[config.mk]
export PLATFORM = sky130hd
export DESIGN_NAME = bexp_regs
export DESIGN_NICKNAME = d
export VERILOG_FILES = /design/src/bexp_pkg.sv /design/src/bexp_regs.sv
export SDC_FILE = /design/constraint.sdc
export NUM_CORES = 1
export LEC_CHECK = 0
export BUFFER_PORTS_ARGS = -buffer_cell sky130_fd_sc_hd__clkbuf_2
export CAP_MARGIN = 10
export CORE_MARGIN = 4
export CORE_UTILIZATION = 53
export DETAILED_ROUTE_END_ITERATION = 8
export GPL_ROUTABILITY_DRIVEN = 0
export HOLD_SLACK_MARGIN = 0.15
export PLACE_DENSITY_LB_ADDON = 0.2
export SKIP_CTS_REPAIR_TIMING = 1
export SYNTH_ARGS = -nofsm -noshare
export SYNTH_HDL_FRONTEND = slang
export SYNTH_SLANG_ARGS = --single-unit
[constraint.sdc]
create_clock -name aclk -period 2.6 [get_ports aclk]
set_input_delay 0.39 -clock aclk [delete_from_list [all_inputs] [get_ports aclk]]
set_output_delay 0.39 -clock aclk [all_outputs]
set_load 0.05 [all_outputs]
[src/bexp_pkg.sv]
package bexp_pkg;
  // register indices; byte address is four times the index
  localparam logic [7:0] BEXP_IDX_MASTER = 8'h70;
  localparam logic [7:0] BEXP_IDX_CELL_A = 8'h71;
  localparam logic [7:0] BEXP_IDX_CELL_B = 8'h72;
  localparam logic [7:0] BEXP_IDX_MODE = 8'h7f;
  localparam int BEXP_ADDR_W = 12;
  localparam int BEXP_EXP_W = 10;
  localparam int BEXP_MODE_W = 3;
  localparam int BEXP_NUM_TIMERS = 3;
  // timer slot order in the flag vectors
  localparam int BEXP_SLOT_MASTER = 0;
  localparam int BEXP_SLOT_CELL_A = 1;
  localparam int BEXP_SLOT_CELL_B = 2;
  // reset values and special codes
  localparam logic [9:0] BEXP_EXP_RESET = 10'h000;
  localparam logic [9:0] BEXP_EXP_EXPIRED = 10'h000;
  localparam logic [9:0] BEXP_EXP_FOREVER = 10'h3ff;
  localparam logic [2:0] BEXP_MODE_RESET = 3'h0;
  // balancing mode codes
  localparam logic [2:0] BEXP_MODE_OFF = 3'h0;
  localparam logic [2:0] BEXP_MODE_MANUAL_S = 3'h1;
  localparam logic [2:0] BEXP_MODE_MANUAL_M = 3'h2;
  localparam logic [2:0] BEXP_MODE_DISCHARGE = 3'h3;
  localparam logic [2:0] BEXP_MODE_INDIV_S = 3'h4;
  localparam logic [2:0] BEXP_MODE_INDIV_M = 3'h5;
  localparam logic [2:0] BEXP_MODE_INDIV_H = 3'h6;
  localparam logic [2:0] BEXP_MODE_GROUP = 3'h7;
  localparam int BEXP_MODE_AUTO_BIT = 2;
  // time unit of one count
  localparam logic [1:0] BEXP_UNIT_NONE = 2'h0;
  localparam logic [1:0] BEXP_UNIT_SEC = 2'h1;
  localparam logic [1:0] BEXP_UNIT_MIN = 2'h2;
  localparam logic [1:0] BEXP_UNIT_HOUR = 2'h3;
  // axi responses
  localparam logic [1:0] BEXP_RESP_OKAY = 2'h0;
  localparam logic [1:0] BEXP_RESP_SLVERR = 2'h2;
endpackage

[src/bexp_regs.sv]
`timescale 1ns/100ps
module bexp_regs
  import bexp_pkg::*;
(
  // clock and reset
  input wire logic aclk,
  input wire logic aresetn,
  // axi4-lite write address and data
  input wire logic [BEXP_ADDR_W-1:0] awaddr,
  input wire logic awvalid,
  output logic awready,
  input wire logic [31:0] wdata,
  input wire logic [3:0] wstrb,
  input wire logic wvalid,
  output logic wready,
  // axi4-lite write response
  output logic [1:0] bresp,
  output logic bvalid,
  input wire logic bready,
  // axi4-lite read
  input wire logic [BEXP_ADDR_W-1:0] araddr,
  input wire logic arvalid,
  output logic arready,
  output logic [31:0] rdata,
  output logic [1:0] rresp,
  output logic rvalid,
  input wire logic rready,
  // to the balancing engine
  output logic [BEXP_MODE_W-1:0] balancing_mode_select,
  output logic [1:0] time_unit,
  output logic [BEXP_EXP_W-1:0] master_expiry_time,
  output logic [BEXP_EXP_W-1:0] cell_expiry_time_a,
  output logic [BEXP_EXP_W-1:0] cell_expiry_time_b,
  output logic [BEXP_NUM_TIMERS-1:0] timer_in_use,
  output logic [BEXP_NUM_TIMERS-1:0] timer_expired,
  output logic [BEXP_NUM_TIMERS-1:0] timer_forever
);

  // bus handshake state
  logic aw_hold_q, aw_hold_d, w_hold_q, w_hold_d;
  logic [BEXP_ADDR_W-1:0] awaddr_q, awaddr_d;
  logic [31:0] wdata_q, wdata_d;
  logic [3:0] wstrb_q, wstrb_d;
  logic awready_q, awready_d, wready_q, wready_d;
  logic bvalid_q, bvalid_d, rvalid_q, rvalid_d, arready_q, arready_d;
  logic [1:0] bresp_q, bresp_d, rresp_q, rresp_d;
  logic [31:0] rdata_q, rdata_d;
  logic do_write;
  // register state
  logic [BEXP_MODE_W-1:0] mode_q, mode_d;
  logic [BEXP_EXP_W-1:0] exp_q [BEXP_NUM_TIMERS];
  logic [BEXP_EXP_W-1:0] exp_d [BEXP_NUM_TIMERS];
  logic [1:0] unit_q, unit_d;
  logic [BEXP_NUM_TIMERS-1:0] use_q, use_d, zero_q, zero_d, ever_q, ever_d;
  logic master_open, cell_open, indiv_d;

  // merge written bytes into a 10-bit field; upper bits of the word are dropped
  function automatic logic [BEXP_EXP_W-1:0] merge(input logic [BEXP_EXP_W-1:0] old,
                                                  input logic [31:0] d, input logic [3:0] s);
    merge = {s[1] ? d[9:8] : old[9:8], s[0] ? d[7:0] : old[7:0]};
  endfunction

  function automatic logic [7:0] word_idx(input logic [BEXP_ADDR_W-1:0] a);
    word_idx = a[9:2];
  endfunction

  function automatic logic idx_ok(input logic [BEXP_ADDR_W-1:0] a);
    idx_ok = (a[1:0] == 2'h0) && (a[BEXP_ADDR_W-1:10] == 2'h0) &&
             (word_idx(a) == BEXP_IDX_MASTER || word_idx(a) == BEXP_IDX_CELL_A ||
              word_idx(a) == BEXP_IDX_CELL_B || word_idx(a) == BEXP_IDX_MODE);
  endfunction

  // write gates depend on the mode currently in force
  assign master_open = (mode_q == BEXP_MODE_OFF);
  assign cell_open = !mode_q[BEXP_MODE_AUTO_BIT];
  assign do_write = aw_hold_q && w_hold_q && !bvalid_q;

  // write channel: address and data are caught in either order, response after both
  always_comb begin
    aw_hold_d = aw_hold_q;
    w_hold_d = w_hold_q;
    awaddr_d = awaddr_q;
    wdata_d = wdata_q;
    wstrb_d = wstrb_q;
    bvalid_d = bvalid_q;
    bresp_d = bresp_q;
    if (awvalid && awready_q) begin
      aw_hold_d = 1'b1;
      awaddr_d = awaddr;
    end
    if (wvalid && wready_q) begin
      w_hold_d = 1'b1;
      wdata_d = wdata;
      wstrb_d = wstrb;
    end
    if (do_write) begin
      aw_hold_d = 1'b0;
      w_hold_d = 1'b0;
      bvalid_d = 1'b1;
      bresp_d = idx_ok(awaddr_q) ? BEXP_RESP_OKAY : BEXP_RESP_SLVERR; // blocked writes still answer okay
    end else if (bvalid_q && bready) begin
      bvalid_d = 1'b0;
    end
    awready_d = !aw_hold_d && !bvalid_d;
    wready_d = !w_hold_d && !bvalid_d;
  end

  // register updates; a refused write leaves the stored value untouched
  always_comb begin
    mode_d = mode_q;
    for (int i = 0; i < BEXP_NUM_TIMERS; i++) begin
      exp_d[i] = exp_q[i];
    end
    if (do_write && idx_ok(awaddr_q)) begin
      unique case (word_idx(awaddr_q))
        BEXP_IDX_MASTER: if (master_open) exp_d[BEXP_SLOT_MASTER] =
          merge(exp_q[BEXP_SLOT_MASTER], wdata_q, wstrb_q);
        BEXP_IDX_CELL_A: if (cell_open) exp_d[BEXP_SLOT_CELL_A] =
          merge(exp_q[BEXP_SLOT_CELL_A], wdata_q, wstrb_q);
        BEXP_IDX_CELL_B: if (cell_open) exp_d[BEXP_SLOT_CELL_B] =
          merge(exp_q[BEXP_SLOT_CELL_B], wdata_q, wstrb_q);
        default: if (wstrb_q[0]) mode_d = wdata_q[BEXP_MODE_W-1:0];
      endcase
    end
  end

  // read channel: one request at a time, data one cycle after the address
  always_comb begin
    rvalid_d = rvalid_q;
    rdata_d = rdata_q;
    rresp_d = rresp_q;
    if (arvalid && arready_q) begin
      rvalid_d = 1'b1;
      rresp_d = idx_ok(araddr) ? BEXP_RESP_OKAY : BEXP_RESP_SLVERR;
      rdata_d = 32'h0; // upper bits always read zero
      if (idx_ok(araddr)) begin
        unique case (word_idx(araddr))
          BEXP_IDX_MASTER: rdata_d[BEXP_EXP_W-1:0] = exp_q[BEXP_SLOT_MASTER];
          BEXP_IDX_CELL_A: rdata_d[BEXP_EXP_W-1:0] = exp_q[BEXP_SLOT_CELL_A];
          BEXP_IDX_CELL_B: rdata_d[BEXP_EXP_W-1:0] = exp_q[BEXP_SLOT_CELL_B];
          default: rdata_d[BEXP_MODE_W-1:0] = mode_q;
        endcase
      end
    end else if (rvalid_q && rready) begin
      rvalid_d = 1'b0;
    end
    arready_d = !rvalid_d;
  end

  // unit and timer selection follow the next mode so they line up with the registers
  always_comb begin
    unique case (mode_d)
      BEXP_MODE_MANUAL_S, BEXP_MODE_INDIV_S: unit_d = BEXP_UNIT_SEC;
      BEXP_MODE_MANUAL_M, BEXP_MODE_INDIV_M: unit_d = BEXP_UNIT_MIN;
      BEXP_MODE_DISCHARGE, BEXP_MODE_INDIV_H, BEXP_MODE_GROUP: unit_d = BEXP_UNIT_HOUR;
      default: unit_d = BEXP_UNIT_NONE;
    endcase
    indiv_d = mode_d[BEXP_MODE_AUTO_BIT] && (mode_d != BEXP_MODE_GROUP);
    use_d[BEXP_SLOT_MASTER] = (mode_d != BEXP_MODE_OFF) && !indiv_d; // watchdog for non-individual modes
  end

  // per-timer decode; each cell slot drives only its own switch
  for (genvar g = 0; g < BEXP_NUM_TIMERS; g++) begin : g_tmr
    always_comb begin
      zero_d[g] = (exp_d[g] == BEXP_EXP_EXPIRED); // zero counts as already run out
      ever_d[g] = (exp_d[g] == BEXP_EXP_FOREVER); // no expiry ever
    end
    if (g != BEXP_SLOT_MASTER) begin : g_cell
      // procedural like the master bit, so the vector never mixes driver kinds
      always_comb begin
        use_d[g] = indiv_d; // cell timers only in individual automated modes
      end
    end
  end

  // all state is registered here; reset gives zero expiries, hence balancing disabled
  always_ff @(posedge aclk) begin
    if (!aresetn) begin
      aw_hold_q <= 1'b0;
      w_hold_q <= 1'b0;
      awaddr_q <= '0;
      wdata_q <= 32'h0;
      wstrb_q <= 4'h0;
      awready_q <= 1'b0;
      wready_q <= 1'b0;
      bvalid_q <= 1'b0;
      bresp_q <= BEXP_RESP_OKAY;
      arready_q <= 1'b0;
      rvalid_q <= 1'b0;
      rdata_q <= 32'h0;
      rresp_q <= BEXP_RESP_OKAY;
      mode_q <= BEXP_MODE_RESET;
      for (int i = 0; i < BEXP_NUM_TIMERS; i++) begin
        exp_q[i] <= BEXP_EXP_RESET;
      end
      unit_q <= BEXP_UNIT_NONE;
      use_q <= '0;
      zero_q <= '1;
      ever_q <= '0;
    end else begin
      aw_hold_q <= aw_hold_d;
      w_hold_q <= w_hold_d;
      awaddr_q <= awaddr_d;
      wdata_q <= wdata_d;
      wstrb_q <= wstrb_d;
      awready_q <= awready_d;
      wready_q <= wready_d;
      bvalid_q <= bvalid_d;
      bresp_q <= bresp_d;
      arready_q <= arready_d;
      rvalid_q <= rvalid_d;
      rdata_q <= rdata_d;
      rresp_q <= rresp_d;
      mode_q <= mode_d;
      exp_q <= exp_d;
      unit_q <= unit_d;
      use_q <= use_d;
      zero_q <= zero_d;
      ever_q <= ever_d;
    end
  end

  // outputs straight from flops
  assign awready = awready_q;
  assign wready = wready_q;
  assign bvalid = bvalid_q;
  assign bresp = bresp_q;
  assign arready = arready_q;
  assign rvalid = rvalid_q;
  assign rdata = rdata_q;
  assign rresp = rresp_q;
  assign balancing_mode_select = mode_q;
  assign time_unit = unit_q;
  assign master_expiry_time = exp_q[BEXP_SLOT_MASTER];
  assign cell_expiry_time_a = exp_q[BEXP_SLOT_CELL_A];
  assign cell_expiry_time_b = exp_q[BEXP_SLOT_CELL_B];
  assign timer_in_use = use_q;
  assign timer_expired = zero_q;
  assign timer_forever = ever_q;
endmodule
==> results of run 1 <==
==> logic make-up (layout without fill, tap and decap cells) <==
group,Yosys count,in the layout,share of synthesized area
compound gates,75,75,0.1301
other cells,1,24,0.0009047
fa+ha+maj,2,2,0.004830
buf+inv,54,123,0.07576
mux,47,47,0.1150
flops,86,86,0.4153
simple gates,200,200,0.2581
==> critical path, stage by stage, from the launching register on <==
cell	delay (ns)
dfxtp_1	0.32
nor4_1	0.43
and3_2	0.38
and3_1	0.33
mux2_2	0.36
a21boi_1	0.13
==> cell usage after synthesis, drive strengths merged (3+ instances only) <==
library cell,instances,area (sq um)
a21boi,36,270.3
nand2,90,337.8
dfxtp,86,1722
and3,6,40.03
and4b,3,30.03
nand3,8,57.56
nor2b,33,206.5
o21ai,12,60.06
and2,7,45.04
clkbuf,20,75.07
and4,5,45.04
nand4,6,37.54
or4,4,30.03
mux2i,45,450.4
nor4,8,65.06
a22oi,9,67.56
buf,32,231.5
nor2,18,67.56
a21oi,3,15.01
==> state kept, by name (all words and copies together), names as in the netlist, 2 cells and up <==
name,count
timer_expired,3
master_expiry_time,10
timer_forever,3
timer_in_use,2
awaddr_q,12
balancing_mode_select,3
time_unit,2
cell_expiry_time_a,10
wdata_q,10
wstrb_q,2
cell_expiry_time_b,10
rdata,10
==> per-stage QoR <==
step / worst slack [ns] / std cells / hold WS [ns]
detailed placement: 0.5750 / 642 / 0.4581
floorplan: 0.5723 / 488 / 0.4363
global placement: 0.6271 / 642 / 0.4500
finish: 0.5851 / 656 / 0.2618
global route: 0.4469 / 656 / 0.2532
CTS: 0.6295 / 656 / 0.2482
==> metal layers <==
layer | up-vias | GRT usage | wire length, um
li1 | 1748 | - | -
met1 | 1644 | 0.3024 | 4592
met2 | 138 | 0.3416 | 4444
met3 | 11 | 0.04415 | 808
met4 | 0 | 0.07477 | 147
met5 | - | 0 | 0
==> power by group through the flow <==
stage	logic, mW	registers (mW)	clock network (mW)
6_report	0.269	1.38	1.08
5_1_grt	0.293	1.38	1.15
4_1_cts	0.269	1.38	1.09
3_5_place_dp	0.268	1.41	0
3_3_place_gp	0.264	1.41	0
2_1_floorplan	0.220	1.42	0
==> cell type report <==
cell class	count	area, sq um	area share
clock buffer	10	127.6	0.02648
clock inverter	4	97.59	0.02025
inverter	2	7.507	0.001558
multi-input combinational	348	2196	0.4556
sequential	86	1722	0.3572
tap	99	123.9	0.02570
timing repair buffer	107	545.5	0.1132
==> worst max path at each step <==
stage / to / cells past startpoint
floorplan: timer_forever[2]$_SDFF_PN0_ / 7
global placement: rdata[8]$_SDFFE_PN0P_ / 6
detailed placement: rdata[7]$_SDFFE_PN0P_ / 6
CTS: time_unit[1]$_SDFF_PN0_ / 5
global route: time_unit[1]$_SDFF_PN0_ / 5
finish: time_unit[1]$_SDFF_PN0_ / 5
==> results.sh, run 1 <==
export IMPL_status="complete, no violations"
export IMPL_ys_ff_latch=86
export IMPL_sequentialPowerShare=0.506
export IMPL_end_kind="register"
export IMPL_ir_drop_v=0.0003230
export IMPL_drv_cap=0
export IMPL_combPwrFrac=0.099
export IMPL_power_switching_mw=0.6712
export IMPL_fillers=651
export IMPL_cts_buffers=9
export IMPL_die_area_sq_um=9300
export IMPL_reg2reg_setup_slack_ns=0.59
export IMPL_die_x_um=96.44
export IMPL_totalWireLength_um=9993
export IMPL_mostFrequentLayoutCells="103 x clkbuf_2, 90 x nand2_1, 86 x dfxtp_1"
export IMPL_crit_type="reg -> reg"
export IMPL_cp_required_ns=2.88
export IMPL_ys_seq_area_frac=0.4153
export IMPL_cp_arrival_ns=2.29
export IMPL_relSlewSlack=0.5534
export IMPL_initial_core_util=0.5595
export IMPL_die_height_um=96.44
export IMPL_port_buffers=103
export IMPL_drc_errors=0
export IMPL_wl_per_cell_um=15.23
export IMPL_maxSlewViolCount=0
export IMPL_avgSynthCellArea_sq_um=8.914
export IMPL_grt_pass1_wl_um=15810
export IMPL_dr_pass1_iters=5
export IMPL_worst_slew_pin_slew_ns=0.6696
export IMPL_synthCells=465
export IMPL_antenna_found_initial=0
export IMPL_antenna_left=0
export IMPL_final_nets=621
export IMPL_insertion_delay_ns=0.35
export IMPL_synth_edff_count=0
export IMPL_core_area_sq_um=7408
export IMPL_yosysUniqueCellTypes=56
export IMPL_first_global_vias=3227
export IMPL_cellLeakagePower_nw=2.052
export IMPL_h_tree_depth=3
export IMPL_grt_max_degree=33
export IMPL_path_clk_slew_ns=0.08
export IMPL_grt_setup_unrepaired="no"
export IMPL_yosys_warnings=0
export IMPL_swShare=0.2463
export IMPL_drive_above_1_share=0.2388
export IMPL_vias_per_cell=5.398
export IMPL_clock_skew_ns=0.009805
export IMPL_cell_internal_pwr_mw=2.054
export IMPL_post_route_period_util=0.7750
export IMPL_worstHoldPathCells=3
export IMPL_r2r_end="time_unit[1]$_SDFF_PN0_"
export IMPL_power_total_mw=2.725
export IMPL_cp_start_kind="register"
export IMPL_syn_area_sq_um=4145
export IMPL_n_antenna_cell=0
export IMPL_grt_overflow_total=0
export IMPL_rows=31
export IMPL_cts_buffer_depth=2
export IMPL_dr_total_vias=3541
export IMPL_hold_path_class="in -> reg"
export IMPL_cts_root_buf="clkbuf_8"
export IMPL_final_common_cell="clkbuf_2"
export IMPL_dp_hpwl_um=7538
export IMPL_synth_async_sr_flop_share=0
export IMPL_setup_viol=0
export IMPL_ff2ff_path_depth=5
export IMPL_io_pins=152
export IMPL_power_density_nw_per_um2=565.3
export IMPL_crit_fanout=9
export IMPL_postLayoutCoreUtil=0.6506
export IMPL_tritoncts="built"
export IMPL_yosys_most_used_dff="dfxtp_1"
export IMPL_clkSinkCount=86
export IMPL_fin_setup_tns_ns=0
export IMPL_final_area_sq_um=4820
export IMPL_fmax_mhz=496.3
export IMPL_startpoint="awaddr_q[0]$_SDFFE_PN0P_"
export IMPL_layout_min_cycle_time_ns=2.015
export IMPL_drtIter0Drc=145
export IMPL_hp_start="awaddr[8]"
export IMPL_post_dp_cell_area_sq_um=4594
export IMPL_syn2layout_area_growth_pct=16.27
export IMPL_min_to="awaddr_q[8]$_SDFFE_PN0P_"
export IMPL_worst_r2r_startpoint="awaddr_q[0]$_SDFFE_PN0P_"
export IMPL_hold_violations=0
export IMPL_grt_util_all_layers=0.2190
export IMPL_pwr_share_clk=0.395
(Power assumes the default switching activity.)
==> inputs of run 2 (changes only) <==
--- a/config.mk
+++ b/config.mk
@@ -8,7 +8,7 @@
 export BUFFER_PORTS_ARGS = -buffer_cell sky130_fd_sc_hd__clkbuf_2
 export CAP_MARGIN = 10
 export CORE_MARGIN = 4
-export CORE_UTILIZATION = 53
+export CORE_UTILIZATION = 45
 export DETAILED_ROUTE_END_ITERATION = 8
 export GPL_ROUTABILITY_DRIVEN = 0
 export HOLD_SLACK_MARGIN = 0.15
==> constraint.sdc (replaced) <==
create_clock -name aclk -period 1.7 [get_ports aclk]
set_input_delay 0.255 -clock aclk [delete_from_list [all_inputs] [get_ports aclk]]
set_output_delay 0.255 -clock aclk [all_outputs]
set_load 0.05 [all_outputs]
==> run 2 against run 1 <==
Effect of this change: worst hold slack got worse by 0.13 ns; critical path depth is 1 higher; wire length grew 8.9%; sequential share of layout area down 3.5 points; clock power grew 29%; largest power group unchanged; the flow now finishes with violations (setup timing); final area grew 11%; sequential power grew 51%.
==> results.sh, run 2 (synthesis results as in run 1) <==
export IMPL_status="finished, violations left"
export IMPL_violations="setup timing"
export IMPL_fin_ws_ns=-0.07938
export IMPL_layout_min_cycle_time_ns=1.779
export IMPL_vias_per_cell=5.146
export IMPL_first_global_vias=3518
export IMPL_die_area_sq_um=10810
export IMPL_cellLeakagePower_nw=2.294
export IMPL_crit_type="reg -> reg"
export IMPL_port_buffers=103
export IMPL_core_area_sq_um=8848
export IMPL_setup_viol=11
export IMPL_h_tree_depth=3
export IMPL_grt_max_degree=37
export IMPL_power_density_nw_per_um2=745.5
export IMPL_cp_arrival_ns=2.06
export IMPL_drtIter0Drc=188
export IMPL_crit_fanout=3
export IMPL_dp_slack_ns=-0.1967
export IMPL_end_kind="register"
export IMPL_cp_start_kind="register"
export IMPL_fmax_mhz=562.0
export IMPL_clkSinkCount=86
export IMPL_power_switching_mw=1.080
export IMPL_swShare=0.2700
export IMPL_die_height_um=104.0
export IMPL_dr_pass1_iters=4
export IMPL_path_clk_slew_ns=0.08
export IMPL_final_common_cell="clkbuf_2"
export IMPL_grt_util_all_layers=0.1951
export IMPL_syn2layout_area_growth_pct=29.43
export IMPL_drc_errors=0
export IMPL_rows=34
export IMPL_postLayoutCoreUtil=0.6063
export IMPL_grt_overflow_total=0
export IMPL_hold_violations=0
export IMPL_regMostFlops="awaddr_q"
export IMPL_drv_cap=0
export IMPL_cp_required_ns=1.98
export IMPL_maxSlewViolCount=0
export IMPL_power_total_mw=4.000
export IMPL_hold_path_class="in -> reg"
export IMPL_io_pins=152
export IMPL_mostFrequentLayoutCells="103 x clkbuf_2, 90 x nand2_1, 82 x dfxtp_1"
export IMPL_dpl_cell_count=685
export IMPL_ir_drop_v=0.0004650
export IMPL_totalWireLength_um=10890
export IMPL_clock_skew_ns=0.01326
export IMPL_n_antenna_cell=0
export IMPL_sequentialPowerShare=0.522
export IMPL_tritoncts="built"
export IMPL_insertion_delay_ns=0.36
export IMPL_grt_setup_unrepaired="yes"
export IMPL_fin_cells=717
export IMPL_cell_internal_pwr_mw=2.920
export IMPL_initial_core_util=0.4685
export IMPL_cts_root_buf="clkbuf_8"
export IMPL_post_route_period_util=1.047
export IMPL_antenna_left=0
export IMPL_cts_buffer_depth=2
export IMPL_fillers=799
export IMPL_antenna_found_initial=0
export IMPL_wl_per_cell_um=15.18
export IMPL_pwr_share_clk=0.348
export IMPL_die_x_um=104.0
export IMPL_final_nets=671
export IMPL_relSlewSlack=0.5611
export IMPL_drive_above_1_share=0.3103
export IMPL_combPwrFrac=0.130
export IMPL_cts_buffers=9
export IMPL_grt_pass1_wl_um=17380
export IMPL_dp_hpwl_um=8158
export IMPL_dr_total_vias=3690
export IMPL_largest_reg_flops=12
export IMPL_worst_slew_pin_slew_ns=0.6580
## run 2: cell types whose count changed in the layout (fill, tap and decap cells not counted), moves of 4 or more
cell	change
a21boi_0	-5
a21boi_1	+4
and3_4	+5
buf_4	+29
buf_6	+4
dfxtp_1	-4
dlygate4sd3_1	+13
mux2i_1	-4
## run 2: power by group through the flow
stage	registers (mW)	logic [mW]	clock network [mW]
2_1_floorplan	2.17	0.336	0
3_3_place_gp	2.13	0.474	0
3_5_place_dp	2.13	0.480	0
4_1_cts	2.09	0.481	1.42
5_1_grt	2.10	0.559	1.50
6_report	2.09	0.519	1.39
## run 2: metrics by stage
stage               TNS (ns)  hold slack, ns  cell area, sq um
floorplan           -0.05018          0.3924              4248
global placement      -1.765          0.4500              4892
detailed placement    -3.732          0.4596              4892
CTS                   -4.308          0.1113              5074
global route          -1.887          0.1504              5365
finish               -0.2463          0.1302              5365
## run 2: worst max-delay path, stage by stage (launching register included)
cell and delay (ns):
dfxtp_2 0.34, nor4_4 0.31, nor4b_4 0.30, buf_4 0.18
nand3_4 0.07, mux2_4 0.31, nor4b_2 0.19
## run 2: final cells by class
class / count / area (sq um) / share of cell area
clock buffers: 12 / 135.1 / 0.02519
clock inverters: 4 / 46.29 / 0.008629
inverters: 2 / 7.507 / 0.001399
multi-input cells: 349 / 2308 / 0.4303
flip-flops and latches: 86 / 1729 / 0.3223
well taps: 108 / 135.1 / 0.02519
repair buffers: 156 / 1003 / 0.1870
## run 2: final timing paths
check	cells after the start	to	slack, ns	start
max reg2reg	6	timer_forever[0]$_SDFF_PN0_	-0.08	awaddr_q[2]$_SDFFE_PN0P_
max	6	timer_forever[0]$_SDFF_PN0_	-0.08	awaddr_q[2]$_SDFFE_PN0P_
min	3	awaddr_q[10]$_SDFFE_PN0P_	0.13	awaddr[10]
min reg2reg	2	awaddr_q[7]$_SDFFE_PN0P_	0.47	awaddr_q[7]$_SDFFE_PN0P_
## run 2: routing by layer
layer  up-vias  GRT usage  wire length [um]
li1       1843          -                 -
met1      1719     0.2586              4911
met2       119     0.3203              5155
met3         9    0.03849               703
met4         0    0.06078               116
met5         -          0                 0
